## src/lecr_defs.svh

```systemverilog
// register offsets, field positions, reset values and timing counts for the regulator-three control bank
// assumes inclusion by bare name from every design file that needs them
`ifndef LECR_DEFS_SVH
`define LECR_DEFS_SVH

`define LECR_CFG_ADDR 8'h16
`define LECR_VOLT_ADDR 8'h17

`define LECR_SEQ_MSB 7
`define LECR_SEQ_LSB 5
`define LECR_RFU_BIT 4
`define LECR_DSC_BIT 3
`define LECR_SEL_MSB 2
`define LECR_SEL_LSB 1
`define LECR_MODE_BIT 0
`define LECR_VOLT_MSB 4

`define LECR_SEQ_RST 3'h0
`define LECR_DSC_RST 1'b0
`define LECR_SEL_RST 2'h0
`define LECR_MODE_RST 1'b0
`define LECR_VOLT_RST 5'h00
`define LECR_RD_RST 8'h00

`define LECR_CLK_PERIOD_NS 50
`define LECR_BOOT_DELAY_NS 1000000
`define LECR_BOOT_DELAY_CYCLES ((`LECR_BOOT_DELAY_NS + `LECR_CLK_PERIOD_NS - 1) / `LECR_CLK_PERIOD_NS)

`endif

```

## src/lecr_pkg.sv

```systemverilog
// types shared by the regulator-three control bank
// assumes nothing beyond a SystemVerilog compiler
package lecr_pkg;
	typedef enum logic [1:0] {
		LECR_SEL_OFF = 2'h0,
		LECR_SEL_ON = 2'h1,
		LECR_SEL_FIRST = 2'h2,
		LECR_SEL_SECOND = 2'h3
	} lecr_sel_t;

	typedef enum logic [2:0] {
		LECR_SEQ_NEVER = 3'h0,
		LECR_SEQ_ALWAYS = 3'h1,
		LECR_SEQ_AT_0 = 3'h2,
		LECR_SEQ_AT_25 = 3'h3,
		LECR_SEQ_AT_50 = 3'h4,
		LECR_SEQ_OFF_A = 3'h5,
		LECR_SEQ_OFF_B = 3'h6,
		LECR_SEQ_SOFTWARE = 3'h7
	} lecr_seq_t;

	typedef enum logic [1:0] {
		LECR_BOOT_IDLE = 2'b00,
		LECR_BOOT_RUN = 2'b01,
		LECR_BOOT_DONE = 2'b11
	} lecr_boot_state_t;
endpackage

```

## src/lecr_regs.sv

```systemverilog
// regulator-three enable control: config and voltage registers, enable, discharge and mode latch
// assumes a plain register port synchronous to clk_i and one strobe at a time
`timescale 1ns/1ps
`default_nettype none
`include "lecr_defs.svh"

// Operation
// - slot code read-only; 000 off, 001 on.
// - 010/011/100 enable at 0/25/50 percent.
// - 111 hands control to software after 100%.
// - selector ignored unless slot code is 111.
// - selector 00 disables, 01 enables.
// - selector 10 follows first input only.
// - selector 11 follows second input only.
// - discharge bit set: discharge when enable low.
// - mode bit set runs load switch.
// - mode latched, applied only while disabled.
module lecr_regs
	import lecr_pkg::*;
#(
	parameter int BOOT_DELAY_CYCLES = `LECR_BOOT_DELAY_CYCLES
) (
	// clock and reset
	input wire logic clk_i,
	input wire logic rst_i,
	// register port
	input wire logic [7:0] addr_i,
	input wire logic [7:0] wr_data_i,
	input wire logic wr_en_i,
	input wire logic rd_en_i,
	output logic [7:0] rd_data_o,
	// system state
	input wire logic supply_present_i,
	input wire logic power_off_state_i,
	input wire logic [2:0] seq_strap_i,
	// multipurpose inputs
	input wire logic multipurpose_input_first_i,
	input wire logic multipurpose_input_second_i,
	// regulator controls
	output logic ldo_enable_o,
	output logic load_switch_o,
	output logic discharge_o,
	output logic [4:0] output_voltage_code_o
);
	lecr_seq_t sequence_slot_code;
	logic seq_loaded;
	lecr_sel_t software_enable_select;
	logic active_discharge_on_disable;
	logic load_switch_select;
	logic next_enable;
	logic next_discharge;
	logic [7:0] next_rd_data;
	logic phase_0;
	logic phase_25;
	logic phase_50;
	logic phase_100;
	logic cfg_wr;
	logic volt_wr;

	function automatic logic hit(input logic [7:0] a, input logic [7:0] target);
		hit = (a == target);
	endfunction

	assign cfg_wr = wr_en_i && hit(addr_i, `LECR_CFG_ADDR);
	assign volt_wr = wr_en_i && hit(addr_i, `LECR_VOLT_ADDR);

	lecr_boot_timer #(
		.DELAY_CYCLES(BOOT_DELAY_CYCLES)
	) u_boot_timer (
		.clk_i(clk_i),
		.rst_i(rst_i),
		.supply_present_i(supply_present_i),
		.phase_0_o(phase_0),
		.phase_25_o(phase_25),
		.phase_50_o(phase_50),
		.phase_100_o(phase_100)
	);

	// factory slot caught once after reset release, never written by software
	always_ff @(posedge clk_i or posedge rst_i) begin
		if (rst_i) begin
			sequence_slot_code <= lecr_seq_t'(`LECR_SEQ_RST);
			seq_loaded <= 1'b0;
		end else if (!seq_loaded) begin
			sequence_slot_code <= lecr_seq_t'(seq_strap_i);
			seq_loaded <= 1'b1;
		end
	end

	// writable config fields
	always_ff @(posedge clk_i or posedge rst_i) begin
		if (rst_i) begin
			software_enable_select <= lecr_sel_t'(`LECR_SEL_RST);
			active_discharge_on_disable <= `LECR_DSC_RST;
			load_switch_select <= `LECR_MODE_RST;
		end else if (cfg_wr) begin
			software_enable_select <= lecr_sel_t'(wr_data_i[`LECR_SEL_MSB:`LECR_SEL_LSB]);
			active_discharge_on_disable <= wr_data_i[`LECR_DSC_BIT];
			load_switch_select <= wr_data_i[`LECR_MODE_BIT];
		end
	end

	always_ff @(posedge clk_i or posedge rst_i) begin
		if (rst_i) begin
			output_voltage_code_o <= `LECR_VOLT_RST;
		end else if (volt_wr) begin
			output_voltage_code_o <= wr_data_i[`LECR_VOLT_MSB:0];
		end
	end

	// effective enable from slot code, boot phase and selector
	always_comb begin
		next_enable = 1'b0;
		if (supply_present_i && !power_off_state_i) begin
			unique case (sequence_slot_code)
				LECR_SEQ_NEVER: begin
					next_enable = 1'b0;
				end
				LECR_SEQ_ALWAYS: begin
					next_enable = 1'b1;
				end
				LECR_SEQ_AT_0: begin
					next_enable = phase_0;
				end
				LECR_SEQ_AT_25: begin
					next_enable = phase_25;
				end
				LECR_SEQ_AT_50: begin
					next_enable = phase_50;
				end
				LECR_SEQ_OFF_A, LECR_SEQ_OFF_B: begin
					next_enable = 1'b0;
				end
				LECR_SEQ_SOFTWARE: begin
					if (phase_100) begin
						unique case (software_enable_select)
							LECR_SEL_OFF: begin
								next_enable = 1'b0;
							end
							LECR_SEL_ON: begin
								next_enable = 1'b1;
							end
							LECR_SEL_FIRST: begin
								next_enable = multipurpose_input_first_i;
							end
							LECR_SEL_SECOND: begin
								next_enable = multipurpose_input_second_i;
							end
						endcase
					end
				end
			endcase
		end
	end

	// hard-reset states always discharge; the option adds discharge while disabled
	always_comb begin
		next_discharge = power_off_state_i;
		if (active_discharge_on_disable && !next_enable) begin
			next_discharge = 1'b1;
		end
	end

	always_ff @(posedge clk_i or posedge rst_i) begin
		if (rst_i) begin
			ldo_enable_o <= 1'b0;
			discharge_o <= 1'b0;
		end else begin
			ldo_enable_o <= next_enable;
			discharge_o <= next_discharge;
		end
	end

	// mode only follows the written bit while the regulator is off
	always_ff @(posedge clk_i or posedge rst_i) begin
		if (rst_i) begin
			load_switch_o <= `LECR_MODE_RST;
		end else if (!ldo_enable_o) begin
			load_switch_o <= load_switch_select;
		end
	end

	// read data one cycle after the strobe, zero otherwise
	always_comb begin
		next_rd_data = 8'h00;
		if (rd_en_i) begin
			if (hit(addr_i, `LECR_CFG_ADDR)) begin
				next_rd_data[`LECR_SEQ_MSB:`LECR_SEQ_LSB] = sequence_slot_code;
				next_rd_data[`LECR_DSC_BIT] = active_discharge_on_disable;
				next_rd_data[`LECR_SEL_MSB:`LECR_SEL_LSB] = software_enable_select;
				next_rd_data[`LECR_MODE_BIT] = load_switch_select;
			end else if (hit(addr_i, `LECR_VOLT_ADDR)) begin
				next_rd_data[`LECR_VOLT_MSB:0] = output_voltage_code_o;
			end
		end
	end

	always_ff @(posedge clk_i or posedge rst_i) begin
		if (rst_i) begin
			rd_data_o <= `LECR_RD_RST;
		end else begin
			rd_data_o <= next_rd_data;
		end
	end

	// checks
	property p_seq_read_only;
		@(posedge clk_i) disable iff (rst_i)
		(seq_loaded && cfg_wr) |=> $stable(sequence_slot_code);
	endproperty
	a_seq_read_only: assert property (p_seq_read_only) else $error("slot code changed by a write");

	property p_seq_never;
		@(posedge clk_i) disable iff (rst_i)
		(seq_loaded && sequence_slot_code == LECR_SEQ_NEVER) |=> !ldo_enable_o;
	endproperty
	a_seq_never: assert property (p_seq_never) else $error("slot 000 enabled the regulator");

	property p_seq_always;
		@(posedge clk_i) disable iff (rst_i)
		(sequence_slot_code == LECR_SEQ_ALWAYS && supply_present_i && !power_off_state_i) |=> ldo_enable_o;
	endproperty
	a_seq_always: assert property (p_seq_always) else $error("slot 001 did not enable");

	property p_seq_phase;
		@(posedge clk_i) disable iff (rst_i)
		(supply_present_i && !power_off_state_i && sequence_slot_code == LECR_SEQ_AT_25)
			|=> (ldo_enable_o == $past(phase_25));
	endproperty
	a_seq_phase: assert property (p_seq_phase) else $error("slot 011 enable off the quarter point");

	property p_seq_half;
		@(posedge clk_i) disable iff (rst_i)
		(sequence_slot_code == LECR_SEQ_AT_50 && !phase_50) |=> !ldo_enable_o;
	endproperty
	a_seq_half: assert property (p_seq_half) else $error("slot 100 enabled before half delay");

	property p_sw_wait_boot;
		@(posedge clk_i) disable iff (rst_i)
		(sequence_slot_code == LECR_SEQ_SOFTWARE && !phase_100) |=> !ldo_enable_o;
	endproperty
	a_sw_wait_boot: assert property (p_sw_wait_boot) else $error("software control before full delay");

	property p_sel_ignored;
		@(posedge clk_i) disable iff (rst_i)
		(sequence_slot_code != LECR_SEQ_SOFTWARE && software_enable_select == LECR_SEL_ON
			&& sequence_slot_code != LECR_SEQ_ALWAYS && !phase_0) |=> !ldo_enable_o;
	endproperty
	a_sel_ignored: assert property (p_sel_ignored) else $error("selector acted outside slot 111");

	property p_sel_on;
		@(posedge clk_i) disable iff (rst_i)
		(sequence_slot_code == LECR_SEQ_SOFTWARE && phase_100 && supply_present_i && !power_off_state_i
			&& software_enable_select == LECR_SEL_ON) |=> ldo_enable_o;
	endproperty
	a_sel_on: assert property (p_sel_on) else $error("selector 01 did not enable");

	property p_sel_first;
		@(posedge clk_i) disable iff (rst_i)
		(sequence_slot_code == LECR_SEQ_SOFTWARE && phase_100 && supply_present_i && !power_off_state_i
			&& software_enable_select == LECR_SEL_FIRST) |=> (ldo_enable_o == $past(multipurpose_input_first_i));
	endproperty
	a_sel_first: assert property (p_sel_first) else $error("selector 10 not following first input");

	property p_sel_second;
		@(posedge clk_i) disable iff (rst_i)
		(sequence_slot_code == LECR_SEQ_SOFTWARE && phase_100 && supply_present_i && !power_off_state_i
			&& software_enable_select == LECR_SEL_SECOND) |=> (ldo_enable_o == $past(multipurpose_input_second_i));
	endproperty
	a_sel_second: assert property (p_sel_second) else $error("selector 11 not following second input");

	property p_dsc_on;
		@(posedge clk_i) disable iff (rst_i)
		##1 ($past(active_discharge_on_disable) && !ldo_enable_o) |-> discharge_o;
	endproperty
	a_dsc_on: assert property (p_dsc_on) else $error("no discharge while disabled with option set");

	property p_dsc_off;
		@(posedge clk_i) disable iff (rst_i)
		!active_discharge_on_disable |=> (discharge_o == $past(power_off_state_i));
	endproperty
	a_dsc_off: assert property (p_dsc_off) else $error("discharge outside hard reset with option clear");

	property p_mode_hold;
		@(posedge clk_i) disable iff (rst_i)
		($past(ldo_enable_o) && ldo_enable_o) |-> $stable(load_switch_o);
	endproperty
	a_mode_hold: assert property (p_mode_hold) else $error("mode changed while enabled");

	property p_mode_apply;
		@(posedge clk_i) disable iff (rst_i)
		(!ldo_enable_o && !cfg_wr) |=> (load_switch_o == $past(load_switch_select));
	endproperty
	a_mode_apply: assert property (p_mode_apply) else $error("mode not applied while disabled");

	property p_volt_read;
		@(posedge clk_i) disable iff (rst_i)
		(rd_en_i && hit(addr_i, `LECR_VOLT_ADDR)) |=> (rd_data_o == {3'h0, $past(output_voltage_code_o)});
	endproperty
	a_volt_read: assert property (p_volt_read) else $error("voltage readback mismatch");

	property p_cfg_read;
		@(posedge clk_i) disable iff (rst_i)
		(rd_en_i && hit(addr_i, `LECR_CFG_ADDR)) |=> (rd_data_o == {$past(sequence_slot_code), 1'b0,
			$past(active_discharge_on_disable), $past(software_enable_select), $past(load_switch_select)});
	endproperty
	a_cfg_read: assert property (p_cfg_read) else $error("config readback mismatch");

	property p_seq_off_codes;
		@(posedge clk_i) disable iff (rst_i)
		(sequence_slot_code == LECR_SEQ_OFF_A || sequence_slot_code == LECR_SEQ_OFF_B) |=> !ldo_enable_o;
	endproperty
	a_seq_off_codes: assert property (p_seq_off_codes) else $error("slot 101 or 110 enabled");

	property p_seq_start;
		@(posedge clk_i) disable iff (rst_i)
		(supply_present_i && !power_off_state_i && sequence_slot_code == LECR_SEQ_AT_0)
			|=> (ldo_enable_o == $past(phase_0));
	endproperty
	a_seq_start: assert property (p_seq_start) else $error("slot 010 enable off the start point");

	property p_seq_half_on;
		@(posedge clk_i) disable iff (rst_i)
		(supply_present_i && !power_off_state_i && sequence_slot_code == LECR_SEQ_AT_50)
			|=> (ldo_enable_o == $past(phase_50));
	endproperty
	a_seq_half_on: assert property (p_seq_half_on) else $error("slot 100 enable off the half point");

	property p_sel_off;
		@(posedge clk_i) disable iff (rst_i)
		(sequence_slot_code == LECR_SEQ_SOFTWARE && software_enable_select == LECR_SEL_OFF) |=> !ldo_enable_o;
	endproperty
	a_sel_off: assert property (p_sel_off) else $error("selector 00 left the regulator on");

	property p_hard_off;
		@(posedge clk_i) disable iff (rst_i)
		power_off_state_i |=> (!ldo_enable_o && discharge_o);
	endproperty
	a_hard_off: assert property (p_hard_off) else $error("hard reset state not off and discharging");

	property p_volt_write;
		@(posedge clk_i) disable iff (rst_i)
		volt_wr |=> (output_voltage_code_o == $past(wr_data_i[`LECR_VOLT_MSB:0]));
	endproperty
	a_volt_write: assert property (p_volt_write) else $error("voltage code not taken from write");

	property p_dsc_write;
		@(posedge clk_i) disable iff (rst_i)
		cfg_wr |=> (active_discharge_on_disable == $past(wr_data_i[`LECR_DSC_BIT]));
	endproperty
	a_dsc_write: assert property (p_dsc_write) else $error("discharge option not taken from write");
endmodule

`default_nettype wire

```

## src/lecr_boot_timer.sv

```systemverilog
// boot delay timer: flags reaching 0, 25, 50 and 100 percent of the boot delay
// assumes supply_present_i synchronous to clk_i; losing supply restarts the delay
`timescale 1ns/1ps
`default_nettype none
`include "lecr_defs.svh"

module lecr_boot_timer
	import lecr_pkg::*;
#(
	parameter int DELAY_CYCLES = `LECR_BOOT_DELAY_CYCLES
) (
	// clock and reset
	input wire logic clk_i,
	input wire logic rst_i,
	// supply
	input wire logic supply_present_i,
	// phase flags
	output logic phase_0_o,
	output logic phase_25_o,
	output logic phase_50_o,
	output logic phase_100_o
);
	localparam int CW = $clog2(DELAY_CYCLES + 1);
	localparam logic [CW-1:0] LAST = CW'(DELAY_CYCLES - 1);
	localparam logic [CW-1:0] QUARTER = CW'(DELAY_CYCLES / 4);
	localparam logic [CW-1:0] HALF = CW'(DELAY_CYCLES / 2);

	lecr_boot_state_t state;
	logic [CW-1:0] count;

	always_ff @(posedge clk_i or posedge rst_i) begin
		if (rst_i) begin
			state <= LECR_BOOT_IDLE;
			count <= '0;
		end else if (!supply_present_i) begin
			state <= LECR_BOOT_IDLE;
			count <= '0;
		end else begin
			unique case (state)
				LECR_BOOT_IDLE: begin
					state <= LECR_BOOT_RUN;
				end
				LECR_BOOT_RUN: begin
					if (count == LAST) begin
						state <= LECR_BOOT_DONE;
					end else begin
						count <= count + 1'b1;
					end
				end
				LECR_BOOT_DONE: begin
					state <= LECR_BOOT_DONE;
				end
				default: begin
					state <= LECR_BOOT_IDLE;
					count <= '0;
				end
			endcase
		end
	end

	always_ff @(posedge clk_i or posedge rst_i) begin
		if (rst_i) begin
			phase_0_o <= 1'b0;
			phase_25_o <= 1'b0;
			phase_50_o <= 1'b0;
			phase_100_o <= 1'b0;
		end else begin
			phase_0_o <= supply_present_i && (state != LECR_BOOT_IDLE);
			phase_25_o <= supply_present_i && (state != LECR_BOOT_IDLE) && (count >= QUARTER);
			phase_50_o <= supply_present_i && (state != LECR_BOOT_IDLE) && (count >= HALF);
			phase_100_o <= supply_present_i && (state == LECR_BOOT_DONE);
		end
	end
endmodule

`default_nettype wire

```

## config.mk

```make
export PLATFORM = sky130hd
export DESIGN_NAME = lecr_regs
export DESIGN_NICKNAME = d
export VERILOG_FILES = /design/src/lecr_pkg.sv /design/src/lecr_regs.sv /design/src/lecr_boot_timer.sv
export VERILOG_INCLUDE_DIRS = /design/src /design/src/src
export SDC_FILE = /design/constraint.sdc
export NUM_CORES = 1
export LEC_CHECK = 0
export ABC_CLOCK_PERIOD_IN_PS = 2600
export BUFFER_PORTS_ARGS = -buffer_cell sky130_fd_sc_hd__buf_2
export CAP_MARGIN = 20
export CORE_AREA = 2 2 102 104
export CTS_CLUSTER_SIZE = 28
export DETAILED_ROUTE_END_ITERATION = 12
export DIE_AREA = 0 0 104 106
export PLACE_DENSITY = 0.48
export SYNTH_ARGS = -nofsm -noshare
export SYNTH_HDL_FRONTEND = slang
export SYNTH_HIERARCHICAL = 1
export SYNTH_SLANG_ARGS = --single-unit
```

## constraint.sdc

```tcl
create_clock -name clk_i -period 2.6 [get_ports clk_i]
set_clock_uncertainty 0.2 [all_clocks]
set_input_delay 0.26 -clock clk_i [delete_from_list [all_inputs] [get_ports clk_i]]
set_output_delay 0.26 -clock clk_i [all_outputs]
set_load 0.01 [all_outputs]
```

==> impl_summary.txt <==
----------------------------------------------------
[GRT]
  Via count of the first global-routing pass ... 1880
  Antenna violations before repair ... 0
  Maximum number of pins on one net before global-route repair ... 25
  Global-route wire length before repair ... 9520 microns
  Global-route usage over all layers ... 10.7%
  Grt total ovfl ... 0

[Synthesis]
  Yosys top cell by area ... sky130_fd_sc_hd__dfrtp_1
  Warnings, synthesis ... 6
  Asr flop ratio synth ... 100%
  Post-Syn Nets ... 259
  Register area share after synthesis ... 46.3%
  Proportion of netlist area held by the largest area contributor ... 46.3%
  Number of enable-type register cells in the synthesized netlist ... 0
  Instance count of the mapped netlist ... 225
  Post-Synthesis Mean Instance Area ... 10.8 sq um
  Number of distinct library cells after synthesis ... 55
  Post-Synthesis Cell Area ... 0.00243 sq mm
  Yosys reg bits ... 45
  Cells taking the most area after synthesis ... sky130_fd_sc_hd__dfrtp_1, sky130_fd_sc_hd__mux2_2, sky130_fd_sc_hd__ha_1
  Most repeated cell in the gate-level netlist after synthesis ... sky130_fd_sc_hd__dfrtp_1
  Leading register cell type out of synthesis ... sky130_fd_sc_hd__dfrtp_1
  Top cell types by occurrence after synthesis ... sky130_fd_sc_hd__dfrtp_1, sky130_fd_sc_hd__mux2_2, sky130_fd_sc_hd__nor2_1

[Timing]
  Minimum clock period after layout ... 2360 ps
  Number of endpoints failing setup at the final stage ... 0
  Period utilization ... 90.7%
  Highest clock frequency the design can meet ... roughly 420 MHz
  Final hold vios ... 0
  Worst slew slack as a fraction of its limit ... 42.5%
  Actual transition at the worst max-transition pin ... 861 ps
  Post-Route Setup TNS ... 0 ps
  Unrepaired setup endpoints after global routing ... false
  Number of slew-limit violations in the final report ... 0

[Drt]
  Total wirelength of the detailed-routed design ... 5610 microns
  Total iterations of the first detailed-routing run ... 4
  Average via count per standard cell ... around 4.7
  Vias after detailed routing ... 1915
  Residual DRC count ... 0
  Detail-routed net length per standard cell ... roughly 14 microns
  Drt first-iter violations ... 57
  Residual antenna-violating net count after detailed routing ... 0

[Final layout]
  Final core occ ... between 20% and 30%
  Synth-to-Final Area Change ... 18.8%
  Net total in the final layout ... 302
  Final instance area ... 0.00289 sq mm
  Share of final-layout standard cells stronger than drive strength 1 ... a little over a quarter
  Antenna cell count ... 0

[Outcome]
  Run status ... finished, final reports clean

[Place]
  Standard cell area after detailed placement ... roughly 0.0027 sq mm
  Routability-driven placement congestion ratio ... between 0.7 and 0.8
  Post-detailed-placement half-perimeter wirelength ... ~3800 microns
  Input/output buffers ... 39

[Floorplan]
  Initial Utilization ... between 20% and 30%
  Number of top-level pins ... 43
  Overall die width ... 104 microns
  Die height ... 106 microns
  Std cell rows ... 37
  Floorplan die area ... 0.0110 sq mm
  Area inside the core boundary ... 0.0100 sq mm

[Min path]
  Min-Delay Endpoint ... output_voltage_code_o[3]
  Hold Startpoint ... wr_data_i[3]
  Worst hold path stage count ... 2
  Hold Path Class ... in -> reg

[Critical path]
  Type of origin of the critical path ... register
  Worst path slowest cell ... sky130_fd_sc_hd__or4_4
  Arrival time worst endpoint ... 2330 ps
  Critical path required time ... 2570 ps
  Class of the most critical setup path ... reg -> reg
  Top Family by Delay on Critical Path ... simple AND/OR/NAND/NOR gates
  Max Fanout on Critical Path ... 8
  Chain of cells forming the critical path ... ha_1 > or4b_4 > or4_4 > a21boi_0 > a311oi_1
  Peak per-stage delay on the critical path ... 540 ps
  Endpoint type of the worst setup path ... register
  Worst reg2reg path depth ... 5
  Buffers & Inverters on Critical Path ... 0
  Worst reg2reg startpoint ... u_boot_timer/count[1]
  Setup slack, reg-to-reg ... ~240 ps
  Capture instance of the worst register-to-register path ... u_boot_timer/state[0]

[CTS]
  Clock tree sinks ... 45
  Clock-pin slew reported for the worst setup and hold paths after clock tree synthesis ... 90 ps
  PostCTS Resize Cnt ... 0
  CTS tree ... done
  Buffer count from post-CTS setup fixing ... 0
  Clock tree root buffer cell ... sky130_fd_sc_hd__clkbuf_8
  Clk_lat worst skew ... around 300 ps
  Number of H-tree levels ... 2
  Maximum clock insertion buffer count ... 2
  TritonCTS buffer count ... 5

[Power]
  Lkg Pwr ... 1.26 nW
  P per Cell Area ... 482 mW/mm^2
  VDD IR-drop max ... 193 uV

[Flow run]
  Max_cap viols ... 0

----------------------------------------------------
-- area by class of cell --
| type | count | area (sq um) |
|---|---|---|
| sequential | 45 | 1130 |
| inverter | 10 | 37.5 |
| clock buffer | 5 | 68.8 |
| timing repair buffer | 51 | 313 |
| clock inverter | 3 | 22.5 |
| tap | 136 | 170 |
| fill | 1084 | 7110 |
| multi-input combinational | 155 | 1150 |
-- cells in the final DEF, fill, tap and decap left out, drive strengths merged, types with 8 or more instances in the layout --
master	count
o21ai	9
nand2	9
inv	10
nand4	8
nor2	13
buf	43
dfrtp	45
nand3	8
mux2	13
dlygate4sd3	8
-- kinds of logic (layout without fill, tap and decap cells) --
group	Yosys count	after routing	synth area share [%]
compound gates	49	49	14.5
fa+ha+maj	7	7	3.60
buf+inv	25	69	6.32
flops	45	45	46.3
mux	17	17	7.66
other cells	1	1	0.154
simple gates	81	81	21.4
-- how the worst max path moves through the flow --
stage	slack (ps)	startpoint	cells after the start	endpoint
after floorplan	390	u_boot_timer/count[1]	5	u_boot_timer/state[0]
after global placement	300	u_boot_timer/count[1]	5	u_boot_timer/state[0]
after detailed placement	260	u_boot_timer/count[1]	5	u_boot_timer/state[0]
after CTS	250	u_boot_timer/count[1]	5	u_boot_timer/state[0]
after global routing	70	u_boot_timer/count[1]	5	u_boot_timer/count[3]
final	240	u_boot_timer/count[1]	5	u_boot_timer/state[0]
-- sequential cells by signal (all words and copies together), names as in the netlist --
signal / flops
active_discharge_on_disable: 1
discharge_o: 1
ldo_enable_o: 1
load_switch_o: 1
load_switch_select: 1
output_voltage_code_o: 5
rd_data_o: 8
seq_loaded: 1
sequence_slot_code: 3
software_enable_select: 2
u_boot_timer/count: 15
u_boot_timer/phase_0_o: 1
u_boot_timer/phase_100_o: 1
u_boot_timer/phase_25_o: 1
u_boot_timer/phase_50_o: 1
u_boot_timer/state: 2
-- where the power goes --
part / internal, mW / switching, mW
Clock: 0.191 / 0.257
Sequential: 0.722 / 0.0235
Combinational: 0.0865 / 0.112
Total: 1.00 / 0.393
-- what timing repair did --
item	4_1_cts	5_1_grt
endpoints found under the setup margin	0	0
hold buffers	8	0
endpoints found under the hold margin	51	0
-- stage by stage --
step | hold slack [ps] | setup slack [ps] | std cells | total power [mW]
3_3_place_gp | 285 | 296 | 388 | 0.948
6_report | 14.7 | 243 | 405 | 1.39
3_5_place_dp | 289 | 256 | 388 | 0.948
2_1_floorplan | 36.5 | 392 | 225 | 0.884
5_1_grt | 4.22 | 70.3 | 405 | 1.49
4_1_cts | 1.08 | 245 | 404 | 1.42
-- metal layers --
| layer | GRT usage, % | routed length (microns) | share of wire, % |
|---|---|---|---|
| met1 | 14.2 | 2660 | 47 |
| met2 | 17.1 | 2590 | 46 |
| met3 | 3.62 | 324 | 5.8 |
| met4 | 2.03 | 36 | 0.64 |
| met5 | 0 | 0 | 0 |
No activity file was read; power rests on OpenSTA's default activity.
